File: src/core/dimctl_pkg.sv
package dimctl_pkg;

  // ----------------------------------------------------------------
  // Register map
  // ----------------------------------------------------------------
  localparam int REG_W = 8;
  localparam logic [7:0] OFS_LEVEL = 8'h00;
  localparam logic [7:0] OFS_CTRL = 8'h01;
  localparam logic [7:0] OFS_STATUS = 8'h02;
  localparam logic [7:0] LEVEL_RST = 8'hFF;
  localparam logic [7:0] CTRL_RST = 8'h00;
  localparam logic [7:0] STATUS_RST = 8'h00;
  localparam logic [7:0] UNMAPPED_RD = 8'h00;
  localparam logic [7:0] LEVEL_MAX = 8'hFF;

  // ----------------------------------------------------------------
  // Field positions
  // ----------------------------------------------------------------
  localparam int CTRL_EN_BIT = 0;
  localparam int CTRL_SRC_BIT = 1;
  localparam int CTRL_INTERP_BIT = 2;
  localparam int ST_FAULT_BIT = 0;
  localparam int ST_THERM_BIT = 1;
  localparam int ST_OVC_BIT = 2;
  localparam int ST_ON_BIT = 3;
  localparam int ST_ONE_BIT = 4;
  localparam int ST_TWO_BIT = 5;

  // ----------------------------------------------------------------
  // Serial port and device
  // ----------------------------------------------------------------
  localparam logic [6:0] SLAVE_ADDR = 7'h2C;
  localparam int NUM_CH = 6;
  localparam int SYNC_W = NUM_CH + 5;

  // ----------------------------------------------------------------
  // Timing
  // ----------------------------------------------------------------
  localparam int CLK_FREQ_HZ = 100_000_000;
  localparam int ON_DELAY_US = 4000;
  localparam int ON_DELAY_CYCLES = ON_DELAY_US * (CLK_FREQ_HZ / 1_000_000);
  localparam int PWM_PRESCALE = 16;
  localparam int METER_DIV = 1;

  // ----------------------------------------------------------------
  // Types
  // ----------------------------------------------------------------
  typedef enum logic [3:0] {
    BUS_IDLE = 4'b0000,
    BUS_ADDR = 4'b0001,
    BUS_ACK_A = 4'b0010,
    BUS_REG = 4'b0011,
    BUS_ACK_R = 4'b0100,
    BUS_WDAT = 4'b0101,
    BUS_ACK_W = 4'b0110,
    BUS_RDAT = 4'b0111,
    BUS_ACK_M = 4'b1000
  } bus_state_t;

  typedef enum logic [1:0] {
    DIM_OFF = 2'b00,
    DIM_EXT = 2'b01,
    DIM_HOST = 2'b10,
    DIM_SCALED = 2'b11
  } dim_mode_t;

endpackage

File: src/core/duty_meter.sv
module duty_meter
  import dimctl_pkg::*;
#(
  parameter int DIV = METER_DIV
) (
  // Clock and reset
  input wire logic mclk_i,
  input wire logic rst_i,
  // Synchronised external dimming level
  input wire logic level_i,
  // Measured duty, 0..255
  output logic [7:0] duty_o
);

  // ----------------------------------------------------------------
  // Window of 255 samples, so the high count is the duty code
  // ----------------------------------------------------------------
  // Window must span many input periods or the reading jitters.
  localparam int DIV_W = (DIV > 1) ? $clog2(DIV) : 1;

  logic [DIV_W-1:0] div_cnt;
  logic [7:0] sample_cnt;
  logic [7:0] high_cnt;
  logic tick;

  assign tick = (div_cnt == DIV_W'(DIV - 1));

  always_ff @(posedge mclk_i) begin
    if (rst_i || tick) begin
      div_cnt <= '0;
    end else begin
      div_cnt <= div_cnt + 1'b1;
    end
  end

  always_ff @(posedge mclk_i) begin
    if (rst_i) begin
      sample_cnt <= '0;
      high_cnt <= '0;
      duty_o <= '0;
    end else if (tick) begin
      if (sample_cnt == LEVEL_MAX - 8'h01) begin
        sample_cnt <= '0;
        high_cnt <= '0;
        duty_o <= high_cnt + {7'h00, level_i};
      end else begin
        sample_cnt <= sample_cnt + 8'h01;
        high_cnt <= high_cnt + {7'h00, level_i};
      end
    end
  end

endmodule // duty_meter

File: src/core/dim_pwm_gen.sv
module dim_pwm_gen
  import dimctl_pkg::*;
#(
  parameter int PRESCALE = PWM_PRESCALE
) (
  // Clock and reset
  input wire logic mclk_i,
  input wire logic rst_i,
  // Duty code
  input wire logic [7:0] code_i,
  // Dimming waveform
  output logic pwm_o
);

  // ----------------------------------------------------------------
  // Period of 255 slots: code N is high for N slots
  // ----------------------------------------------------------------
  localparam int PRE_W = (PRESCALE > 1) ? $clog2(PRESCALE) : 1;

  logic [PRE_W-1:0] pre_cnt;
  logic [7:0] slot;
  logic step;

  assign step = (pre_cnt == PRE_W'(PRESCALE - 1));

  always_ff @(posedge mclk_i) begin
    if (rst_i || step) begin
      pre_cnt <= '0;
    end else begin
      pre_cnt <= pre_cnt + 1'b1;
    end
  end

  always_ff @(posedge mclk_i) begin
    if (rst_i) begin
      slot <= '0;
    end else if (step) begin
      slot <= (slot == LEVEL_MAX - 8'h01) ? 8'h00 : slot + 8'h01;
    end
  end

  // Zero never goes high, 255 never goes low
  always_ff @(posedge mclk_i) begin
    if (rst_i) begin
      pwm_o <= 1'b0;
    end else begin
      pwm_o <= (slot < code_i);
    end
  end

endmodule // dim_pwm_gen

File: src/core/backlight_dimming_control_regs.sv
// Contract
// - Codes 1..255 give linear duty, 0.39% steps
// - Code zero drives no LED current
// - Level write accepted only in host source
// - Level read returns programmed code
// - 0xFF maximum brightness, 0x00 minimum
// - Level register resets to all ones
// - Reserved control bits inert, read as written
// - Control read returns all eight latched bits
// - Enable on within 4 ms of write
// - Enable cleared turns backlight off at once
// - Mode decode from enable, source, interpretation
// - Scaled mode: level times external duty
// - Scaled mode leaves level register untouched
// - Control resets to zero, backlight off
// - Summary fault is OR of four faults
// - Status read-only except clearable bit 0
// - Status bit 3 shows backlight on
// - Channel shutdown bits for one, two failures
// - Brief on then off reports no fault
// - Summary fault sticky, cleared by toggle/write
// - Status resets to zero
// - Byte registers over serial read/write byte
// - Channel readout zero for disabled or faulted
module backlight_dimming_control_regs
  import dimctl_pkg::*;
#(
  parameter int ON_DELAY = ON_DELAY_CYCLES
) (
  // Clock and reset
  input wire logic mclk_i,
  input wire logic rst_i,
  // Serial host port, open drain data
  input wire logic scl_i,
  input wire logic sda_i,
  output logic sda_o,
  output logic sda_oe_o,
  // External dimming input
  input wire logic external_dimming_input_i,
  // Protection indications
  input wire logic thermal_trip_flag_i,
  input wire logic input_overcurrent_flag_i,
  input wire logic [NUM_CH-1:0] channel_fault_i,
  // Channel enables from the channel register
  input wire logic [NUM_CH-1:0] channel_enable_i,
  // Backlight outputs
  output logic dim_pwm_o,
  output logic [NUM_CH-1:0] channel_gate_o,
  output logic backlight_on_status_o
);

  // ----------------------------------------------------------------
  // Input synchronisers
  // ----------------------------------------------------------------
  localparam int DLY_W = $clog2(ON_DELAY + 1);
  // Only the two bus pins idle high
  localparam int IDLE_HIGH_W = 2;

  logic [SYNC_W-1:0] async_in;
  logic [SYNC_W-1:0] sync_a;
  logic [SYNC_W-1:0] sync_b;

  assign async_in = {channel_fault_i, input_overcurrent_flag_i,
                     thermal_trip_flag_i, external_dimming_input_i,
                     sda_i, scl_i};

  genvar gi;
  generate
    for (gi = 0; gi < SYNC_W; gi++) begin : g_sync
      always_ff @(posedge mclk_i) begin
        if (rst_i) begin
          // Fault stages reset low, or reset itself sets the sticky fault
          sync_a[gi] <= 1'(gi < IDLE_HIGH_W);
          sync_b[gi] <= 1'(gi < IDLE_HIGH_W);
        end else begin
          sync_a[gi] <= async_in[gi];
          sync_b[gi] <= sync_a[gi];
        end
      end
    end
  endgenerate

  logic scl_s, sda_s, ext_s, therm_s, ovc_s;
  logic [NUM_CH-1:0] chf_s;
  logic scl_d, sda_d;

  assign scl_s = sync_b[0];
  assign sda_s = sync_b[1];
  assign ext_s = sync_b[2];
  assign therm_s = sync_b[3];
  assign ovc_s = sync_b[4];
  assign chf_s = sync_b[SYNC_W-1:5];

  always_ff @(posedge mclk_i) begin
    if (rst_i) begin
      scl_d <= 1'b1;
      sda_d <= 1'b1;
    end else begin
      scl_d <= scl_s;
      sda_d <= sda_s;
    end
  end

  logic scl_rise, scl_fall, bus_start, bus_stop;

  assign scl_rise = scl_s && !scl_d;
  assign scl_fall = !scl_s && scl_d;
  // Sampled copies keep a data edge from racing the clock edge
  assign bus_start = scl_s && scl_d && sda_d && !sda_s;
  assign bus_stop = scl_s && scl_d && !sda_d && sda_s;

  // ----------------------------------------------------------------
  // Serial byte slave
  // ----------------------------------------------------------------
  bus_state_t state;
  logic [2:0] bit_cnt;
  logic [7:0] shift_in;
  logic [7:0] tx_byte;
  logic [7:0] ptr;
  logic [7:0] rd_data;
  logic [7:0] rx_byte;
  logic wr_pulse;
  logic [7:0] wr_data;

  assign rx_byte = {shift_in[6:0], sda_s};

  always_ff @(posedge mclk_i) begin
    if (rst_i) begin
      state <= BUS_IDLE;
      bit_cnt <= '0;
      shift_in <= '0;
      tx_byte <= '0;
      ptr <= '0;
      wr_pulse <= 1'b0;
      wr_data <= '0;
    end else begin
      wr_pulse <= 1'b0;
      if (bus_start) begin
        state <= BUS_ADDR;
        bit_cnt <= '0;
      end else if (bus_stop) begin
        state <= BUS_IDLE;
      end else if (scl_rise) begin
        case (state)
          BUS_ADDR, BUS_REG, BUS_WDAT: begin
            shift_in <= rx_byte;
            bit_cnt <= bit_cnt + 3'd1;
            if (bit_cnt == 3'd7) begin
              if (state == BUS_ADDR) begin
                state <= (rx_byte[7:1] == SLAVE_ADDR) ? BUS_ACK_A : BUS_IDLE;
              end else if (state == BUS_REG) begin
                ptr <= rx_byte;
                state <= BUS_ACK_R;
              end else begin
                wr_data <= rx_byte;
                wr_pulse <= 1'b1;
                state <= BUS_ACK_W;
              end
            end
          end
          BUS_ACK_A: begin
            bit_cnt <= '0;
            if (shift_in[0]) begin
              tx_byte <= rd_data;
              state <= BUS_RDAT;
            end else begin
              state <= BUS_REG;
            end
          end
          BUS_ACK_R: begin
            bit_cnt <= '0;
            state <= BUS_WDAT;
          end
          BUS_ACK_W: begin
            bit_cnt <= '0;
            ptr <= ptr + 8'h01;
            state <= BUS_WDAT;
          end
          BUS_RDAT: begin
            tx_byte <= {tx_byte[6:0], 1'b0};
            bit_cnt <= bit_cnt + 3'd1;
            if (bit_cnt == 3'd7) begin
              state <= BUS_ACK_M;
            end
          end
          BUS_ACK_M: begin
            bit_cnt <= '0;
            if (sda_s) begin
              state <= BUS_IDLE;
            end else begin
              tx_byte <= rd_data;
              state <= BUS_RDAT;
            end
          end
          default: begin
            state <= BUS_IDLE;
          end
        endcase
      end
    end
  end

  // Burst reads re-read the same pointer; writes walk upward
  // Data line changes only while the clock is low
  always_ff @(posedge mclk_i) begin
    if (rst_i) begin
      sda_oe_o <= 1'b0;
    end else if (bus_start || bus_stop) begin
      sda_oe_o <= 1'b0;
    end else if (scl_fall) begin
      case (state)
        BUS_ACK_A, BUS_ACK_R, BUS_ACK_W: sda_oe_o <= 1'b1;
        BUS_RDAT: sda_oe_o <= !tx_byte[7];
        default: sda_oe_o <= 1'b0;
      endcase
    end
  end

  always_ff @(posedge mclk_i) begin
    sda_o <= 1'b0;
  end

  // ----------------------------------------------------------------
  // Registers
  // ----------------------------------------------------------------
  logic [7:0] level;
  logic [7:0] ctrl;
  logic fault;
  logic bl_on;
  logic one_sd, two_sd;
  dim_mode_t mode;

  always_comb begin
    if (!ctrl[CTRL_EN_BIT]) begin
      mode = DIM_OFF;
    end else if (ctrl[CTRL_SRC_BIT]) begin
      mode = DIM_EXT;
    end else if (ctrl[CTRL_INTERP_BIT]) begin
      mode = DIM_HOST;
    end else begin
      mode = DIM_SCALED;
    end
  end

  always_ff @(posedge mclk_i) begin
    if (rst_i) begin
      level <= LEVEL_RST;
    end else if (wr_pulse && ptr == OFS_LEVEL
                 && !ctrl[CTRL_SRC_BIT]) begin
      level <= wr_data;
    end
  end

  always_ff @(posedge mclk_i) begin
    if (rst_i) begin
      ctrl <= CTRL_RST;
    end else if (wr_pulse && ptr == OFS_CTRL) begin
      ctrl <= wr_data;
    end
  end

  // Enable edge from a control write, used only for the fault clear
  logic en_toggle;
  assign en_toggle = wr_pulse && ptr == OFS_CTRL
                     && (wr_data[CTRL_EN_BIT] != ctrl[CTRL_EN_BIT]);

  logic [DLY_W-1:0] on_cnt;

  always_ff @(posedge mclk_i) begin
    if (rst_i || !ctrl[CTRL_EN_BIT]) begin
      on_cnt <= '0;
      bl_on <= 1'b0;
    end else if (!bl_on) begin
      if (on_cnt == DLY_W'(ON_DELAY - 1)) begin
        bl_on <= 1'b1;
      end else begin
        on_cnt <= on_cnt + 1'b1;
      end
    end
  end

  // ----------------------------------------------------------------
  // Status and faults
  // ----------------------------------------------------------------
  function automatic logic [3:0] count_ones(input logic [NUM_CH-1:0] v);
    logic [3:0] n;
    n = '0;
    for (int i = 0; i < NUM_CH; i++) begin
      n = n + {3'b000, v[i]};
    end
    return n;
  endfunction

  logic [3:0] n_failed;
  // Strings only count as failed while lit, so a brief on/off is quiet
  assign n_failed = count_ones(chf_s & channel_enable_i
                               & {NUM_CH{bl_on}});

  always_ff @(posedge mclk_i) begin
    if (rst_i) begin
      one_sd <= 1'b0;
      two_sd <= 1'b0;
    end else begin
      one_sd <= (n_failed >= 4'd1);
      two_sd <= (n_failed >= 4'd2);
    end
  end

  logic fault_cause, fault_clear;
  assign fault_cause = therm_s || ovc_s || one_sd || two_sd;
  assign fault_clear = en_toggle || (wr_pulse && ptr == OFS_STATUS
                       && !wr_data[ST_FAULT_BIT]);

  always_ff @(posedge mclk_i) begin
    if (rst_i) begin
      fault <= 1'b0;
    end else if (fault_cause) begin
      fault <= 1'b1;
    end else if (fault_clear) begin
      fault <= 1'b0;
    end
  end

  always_comb begin
    rd_data = UNMAPPED_RD;
    case (ptr)
      OFS_LEVEL: rd_data = level;
      OFS_CTRL: rd_data = ctrl;
      OFS_STATUS: begin
        rd_data = STATUS_RST;
        rd_data[ST_FAULT_BIT] = fault;
        rd_data[ST_THERM_BIT] = therm_s;
        rd_data[ST_OVC_BIT] = ovc_s;
        rd_data[ST_ON_BIT] = bl_on;
        rd_data[ST_ONE_BIT] = one_sd;
        rd_data[ST_TWO_BIT] = two_sd;
      end
      default: rd_data = UNMAPPED_RD;
    endcase
  end

  // ----------------------------------------------------------------
  // Dimming path
  // ----------------------------------------------------------------
  logic [7:0] ext_duty;
  logic [15:0] product;
  logic [7:0] code;
  logic gen_pwm;

  duty_meter u_meter (
    .mclk_i(mclk_i),
    .rst_i(rst_i),
    .level_i(ext_s),
    .duty_o(ext_duty)
  );

  // Rounding terms make 255 x 255 come out as full scale
  assign product = level * ext_duty + {8'h00, level}
                   + {8'h00, ext_duty};
  assign code = (mode == DIM_SCALED) ? product[15:8] : level;

  dim_pwm_gen u_gen (
    .mclk_i(mclk_i),
    .rst_i(rst_i),
    .code_i(code),
    .pwm_o(gen_pwm)
  );

  always_ff @(posedge mclk_i) begin
    if (rst_i) begin
      dim_pwm_o <= 1'b0;
      channel_gate_o <= '0;
      backlight_on_status_o <= 1'b0;
    end else begin
      // Code zero keeps the strings dark; 0xFF keeps them lit
      dim_pwm_o <= bl_on && ((mode == DIM_EXT) ? ext_s : gen_pwm);
      channel_gate_o <= bl_on ? (channel_enable_i & ~chf_s)
                              : '0;
      backlight_on_status_o <= bl_on;
    end
  end

endmodule // backlight_dimming_control_regs

File: config.mk
export PLATFORM = sky130hd
export DESIGN_NAME = backlight_dimming_control_regs
export DESIGN_NICKNAME = d
export VERILOG_FILES = /design/src/core/dimctl_pkg.sv /design/src/core/duty_meter.sv /design/src/core/dim_pwm_gen.sv /design/src/core/backlight_dimming_control_regs.sv
export SDC_FILE = /design/constraint.sdc
export NUM_CORES = 1
export LEC_CHECK = 0
export ABC_AREA = 1
export BUFFER_PORTS_ARGS = -buffer_cell sky130_fd_sc_hd__buf_4
export CAP_MARGIN = 30
export CORE_MARGIN = 8
export CORE_UTILIZATION = 50
export CTS_CLUSTER_DIAMETER = 200
export DETAILED_ROUTE_END_ITERATION = 8
export PLACE_DENSITY_LB_ADDON = 0.15
export SKIP_CTS_REPAIR_TIMING = 1
export SLEW_MARGIN = 20
export SYNTH_ARGS = -nofsm -noshare
export SYNTH_HDL_FRONTEND = slang
export SYNTH_SLANG_ARGS = --single-unit
File: constraint.sdc
create_clock -name mclk_i -period 14.25 [get_ports mclk_i]
set_input_delay 0.7125 -clock mclk_i [delete_from_list [all_inputs] [get_ports mclk_i]]
set_output_delay 0.7125 -clock mclk_i [all_outputs]
set_load 0.05 [all_outputs]
## Yosys cells after proc, flatten, opt, wreduce, memory -nomap -nowiden

Index checks and enable logic that the tools add are counted.

| storage, ports and cells | value |
|---|---|
| register bits | 149 |
| bits of input ports | 19 |
| logic and storage cells | 199 |

| operators by class | value |
|---|---|
| add/subtract/negate cells | 15 |
| multipliers | 1 |
| $lt $le $gt $ge | 3 |
| equal/unequal tests | 27 |
| multiplexer cells | 34 |
| bitwise gates (word level) | 14 |
| reduce and logical (&&, ||, !) cells | 55 |

Operators with widths:

| operator | number |
|---|---|
| $mux 8 | 9 |
| $pmux 8 s3 | 2 |
| $add 16x8->16 | 2 |
| $add 8x1->8 const B | 3 |
| $pmux 4 s5 | 1 |
| $add 19x1->19 const B | 1 |
| $eq 19x19->1 const B | 1 |
| $and 6x6->6 | 3 |
| $eq 4x3->1 const B | 4 |
| $eq 8x8->1 const B | 2 |
| $mul 8x8->16 | 1 |
| $pmux 8 s2 | 1 |
| $logic_and 1x1->1 | 14 |
| $reduce_and 7->1 | 2 |
| $ne 2x2->1 const B | 6 |
| $mux 1 | 10 |
| $not 1->1 | 10 |
| $mux 3 | 3 |
| $reduce_and 3->1 | 3 |
| $reduce_or 3->1 | 3 |
| $add 4x1->4 | 2 |
| $add 8x1->8 | 1 |
| $eq 4x2->1 const B | 2 |
| $eq 4x4->1 const B | 2 |
| 34 further kinds | 61 |

## Logic depth before layout (Yosys ltp)

| logic depth | value |
|---|---|
| word-level depth | 8 |
| mapped depth | 27 |

## Modules after synthesis

Synthesis repeated with hierarchy kept, for this count alone.

| second synthesis, totals | value |
|---|---|
| cells, all modules | 1434 |
| area, all modules | 10064.7 µm² |

Modules (own cells, without submodules):

| module | instances | cells an instance | area an instance (µm²) | sequential area each (µm²) |
|---|---|---|---|---|
| backlight_dimming_control_regs | 1 | 1166 | 8076.5 | 2222.1 |
| duty_meter | 1 | 156 | 1194.9 | 500.5 |
| dim_pwm_gen | 1 | 112 | 793.3 | 260.2 |

## Worst setup path after synthesis

Ideal clock, no wire load.

| timing | value |
|---|---|
| kind | register -> register |
| start point | register level[0] |
| end point | register u_gen.pwm_o |
| library setup time | 0.120 ns |
| arrival time | 5.027 ns |
| required time | 14.130 ns |
| slack | 9.102 ns |
| stages on the path, launching flop included | 23 |
| buffers on the path | 1 |
| cells stage by stage | dfxtp_1 -> clkbuf_1 -> nand2_1 -> fa_1 -> fa_1 -> inv_1 -> fa_1 -> fa_1 -> inv_1 -> fa_1 -> inv_1 -> ha_1 -> a21oi_1 -> nand3_1 -> a21boi_0 -> o21ai_0 -> nand2_1 -> nand2_1 -> o21a_1 -> ha_1 -> nand2_1 -> nor2_1 -> a21oi_1 |

| on the way | value |
|---|---|
| cells in the longest elaborated chain, start to end | 5 |

RTL lines:

| what | line | text |
|---|---|---|
| start: declaration | backlight_dimming_control_regs.sv:226 | `logic [7:0] level;` |
| start signal: assignment | backlight_dimming_control_regs.sv:250 | `level <= wr_data;` |
| $mul 8x8->16 | backlight_dimming_control_regs.sv:358 | `assign product = level * ext_duty + {8'h00, level}` |
| $add 16x8->16 | backlight_dimming_control_regs.sv:358 |  |
| $add 16x8->16 | backlight_dimming_control_regs.sv:359 | `+ {8'h00, ext_duty};` |
| $mux 8 (*) | backlight_dimming_control_regs.sv:360 | `assign code = (mode == DIM_SCALED) ? product[15:8] : level;` |
| $lt 8x8->1 (*) | dim_pwm_gen.sv:47 | `pwm_o <= (slot < code_i);` |
| end signal: assignment | dim_pwm_gen.sv:47 |  |
| end: declaration | dim_pwm_gen.sv:12 | `output logic pwm_o` |

Mark *: on every way between the ends. The rest lies on a longest branch, timed or not.
A chain may end at the register's enable or synchronous reset.

## Worst setup path after layout

Ends and elaborated chain as after synthesis.

==> flow_summary.json <==
{
  "crit_slowest_cell": "fa_1",
  "p_sw_share_pct": 21.5,
  "portBuffers": 27,
  "tightest_slew_ps": 851,
  "peakVddDrop_v": 0.0000834,
  "cts_buffers": 17,
  "drtAntennaViolNets": 0,
  "max_stage_delay_ps": 550,
  "yosys_warnings": 0,
  "reg2reg_depth": 21,
  "hold_violations": 0,
  "path_clk_slew_ps": 60,
  "fmax_mhz": 181,
  "synth_edf_count": 0,
  "cts.sinks": 149,
  "r2r_start": "level[0]$_SDFFE_PP1P_",
  "grt_pass1_wl_um": 34500,
  "p_leak_nw": 5.00,
  "crit_path_frequent_cell": "fa_1",
  "dr.pass1.iters": 4,
  "drcViolationCount": 0,
  "core_mm2": 0.0186,
  "slew_violations": 0,
  "die_x_um": 153,
  "wire_per_inst_um": 13.1,
  "hold_end": "therm_s$_SDFF_PP0_",
  "hpwl_um": 15300,
  "netlist_area_mm2": 0.00939,
  "rows": 50,
  "io_pins": 29,
  "reg_top3": "on_cnt x19, sync_a x11",
  "period_share_pct": 38.8,
  "worstHoldStart": "sync_a[3]$_SDFF_PP0_",
  "synthToLayoutAreaGrowth_pct": 10.0,
  "grt_setup_unrepaired": "no",
  "antennaDiodeCount": 0,
  "regToRegSetupSlack_ps": 8730,
  "seq_power_share_pct": 46.6,
  "period_needed_ps": 5520,
  "dr_total_vias": 7617,
  "setup_tns_ps": 0,
  "rr_endpoint": "u_gen.pwm_o$_SDFF_PP0_",
  "p_per_area_mw_per_mm2": 88.4,
  "p_sw_w": 0.000196,
  "cts_tree": "done",
  "grt_antenna_before_repair": 1,
  "synth-seq-cells": 149,
  "die_y_um": 153,
  "regMostFlops": "on_cnt",
  "syn_inst": 1262,
  "insertion_delay_ps": 420,
  "grt_overflow": 0,
  "wirelength_um": 19900,
  "place.gp.congestion": 0.860,
  "hold_class": "flop to flop",
  "synthArstFlopShare_pct": 0,
  "drv_cap": 0,
  "setup_violations": 0,
  "grt_pass1_vias": 7375,
  "avgSynthCellArea_um2": 7.44,
  "clock_power_share_pct": 50.6,
  "htree_levels": 4,
  "path_class": "flop to flop",
  "grtUsageTotal_pct": 17.7,
  "clk_path_buf_depth": 2,
  "status": "complete, no violations",
  "path_max_fanout": 11,
  "critPathCaptureType": "flop",
  "crit_required_ps": 14600,
  "clock_skew_ps": 9.43,
  "whs_path_depth": 2,
  "cts_root_buffer": "clkbuf_16",
  "initial_utilization_pct": 50.5,
  "synth_seq_area_share_pct": 31.8,
  "grt_max_degree": 63,
  "initialDrtViolationCount": 478,
  "synth.distinct_cells": 55,
  "drive_above_1_share_pct": 7.63,
  "synth-main-ff-cell": "dfxtp_1",
  "fin_cells": 1518,
  "hold_ws_ps": 399,
  "viasPerCell": 5.02,
  "comb_power_share_pct": 2.8,
  "arrival_ps": 5880,
  "largest_reg_flops": 19,
  "layout.nets": 1408,
  "place_inst": 1486,
  "dieArea_mm2": 0.0234,
  "maxSlewHeadroom_pct": 43.0,
  "intPower_w": 0.000717,
  "crit_chain": "nand2_1 -> fa_1 -> fa_1 -> inv_1 -> fa_1 -> fa_1 -> inv_1 -> fa_1 -> inv_1 -> ha_1 -> a21oi_1 -> nand3_1 -> a21boi_0 -> o21ai_0 -> nand2_1 -> nand2_1 -> o21a_1 -> ha_1 -> a21oi_1 -> o211ai_1 -> a21oi_1",
  "start_kind": "flop"
}
==> how the worst max path moves through the flow <==
stage | slack (ps) | end | cells past startpoint | start
6_report | 8730 | u_gen.pwm_o$_SDFF_PP0_ | 21 | level[0]$_SDFFE_PP1P_
5_1_grt | 8360 | u_gen.pwm_o$_SDFF_PP0_ | 25 | level[6]$_SDFFE_PP1P_
4_1_cts | 8740 | u_gen.pwm_o$_SDFF_PP0_ | 21 | level[0]$_SDFFE_PP1P_
3_5_place_dp | 8740 | u_gen.pwm_o$_SDFF_PP0_ | 25 | level[6]$_SDFFE_PP1P_
3_3_place_gp | 8890 | u_gen.pwm_o$_SDFF_PP0_ | 25 | level[6]$_SDFFE_PP1P_
2_1_floorplan | 9100 | u_gen.pwm_o$_SDFF_PP0_ | 22 | level[0]$_SDFFE_PP1P_
==> kinds of logic (layout without fill, tap and decap cells) <==
kind of cell    count (synthesis)  after routing  share of synthesized area, %
compound gates                195            195                          11.7
fa+ha+maj                     118            118                          19.8
buf+inv                       271            292                          11.2
flops                         149            149                          31.8
simple gates                  500            500                          22.8
xor+xnor                       28             28                          2.61
other cells                     1              2                        0.0399
==> cell type report <==
class                   instances  area, µm²
repair buffers                 30        225
well taps                     234        293
flip-flops and latches        149       2980
inverters                     230        866
multi-input cells             843       5360
clock buffers                  21        460
clock inverters                11        150
fillers                      1778       8250
==> cell usage after synthesis (3+ instances only) <==
master	instances	share of area, %
clkbuf_1	28	1.1
inv_1	218	8.7
nand2_4	3	0.36
or2_2	5	0.33
o211ai_1	13	1.0
nor3_1	21	1.1
nor3b_1	4	0.32
a21oi_2	3	0.28
xnor2_1	11	1.0
a31oi_1	4	0.27
ha_1	67	8.9
a21oi_1	83	4.4
inv_2	10	0.40
nor2_1	112	4.5
fa_1	51	11
buf_4	4	0.32
a21o_1	3	0.24
nand3_1	48	2.6
o21ai_1	5	0.27
dfxtp_1	149	32
nor4_1	4	0.27
buf_2	5	0.27
a21boi_0	3	0.24
nor2_2	3	0.20
nand2_1	273	11
o21ai_0	64	3.4
nor3_2	3	0.32
nand4_1	12	0.80
xor2_1	17	1.6
o21a_1	3	0.24
==> power by group through the flow <==
stage          combinational (W)  clock, W  sequential [W]
5_1_grt                0.0000287  0.000489        0.000426
3_3_place_gp           0.0000252         0        0.000435
3_5_place_dp           0.0000255         0        0.000435
2_1_floorplan          0.0000175         0        0.000434
4_1_cts                0.0000255  0.000471        0.000426
6_report               0.0000253  0.000462        0.000426
==> per-stage QoR <==
stage,cell area [µm²],utilization (%),total power [W],worst slack (ps)
final,10300,55.6,0.000913,8730
after detailed placement,9720,52.3,0.000460,8740
after global routing,10300,55.6,0.000944,8360
after floorplan,9400,-,0.000452,9100
after global placement,9720,52.3,0.000460,8890
after CTS,10300,55.6,0.000922,8740
==> layout by cell type (no fill, tap or decap), types with 3 or more instances in the layout <==
master / count
inv_1: 218
nor2_1: 112
bufinv_16: 3
a21boi_0: 3
ha_1: 67
o211ai_1: 13
nand4_1: 12
a21oi_1: 83
nor4_1: 4
dfxtp_1: 149
nor3b_1: 4
nor3_2: 3
a21oi_2: 3
xor2_1: 17
xnor2_1: 11
nor2_2: 3
o21a_1: 3
nand2_1: 273
fa_1: 51
nand3_1: 48
buf_4: 30
o21ai_0: 64
a21o_1: 3
nor3_1: 21
nand2_4: 3
clkbuf_16: 17
or2_2: 5
inv_2: 10
a31oi_1: 4
clkinv_4: 3
o21ai_1: 5
==> worst max-delay path, delay by kind of cell, from the launching register on <==
family	cells	cell delay, ps
adder cells (fa/ha/maj)	7	3110
buffers and inverters	3	140
AND/OR/NAND/NOR	4	420
flip-flops	1	540
AO/OA/AOI/OAI	7	1240
==> layer usage <==
| metal | up-vias | global-route usage [%] | wire (µm) | part of all wire, % |
|---|---|---|---|---|
| met2 | 132 | 28.7 | 9050 | 45 |
| met1 | 3474 | 23.0 | 9630 | 48 |
| met3 | 30 | 4.26 | 873 | 4.4 |
| li1 | 3979 | - | - | - |
| met4 | 2 | 5.56 | 356 | 1.8 |
| met5 | - | 0 | 9 | 0.045 |
No activity file was read; power rests on OpenSTA's default activity.
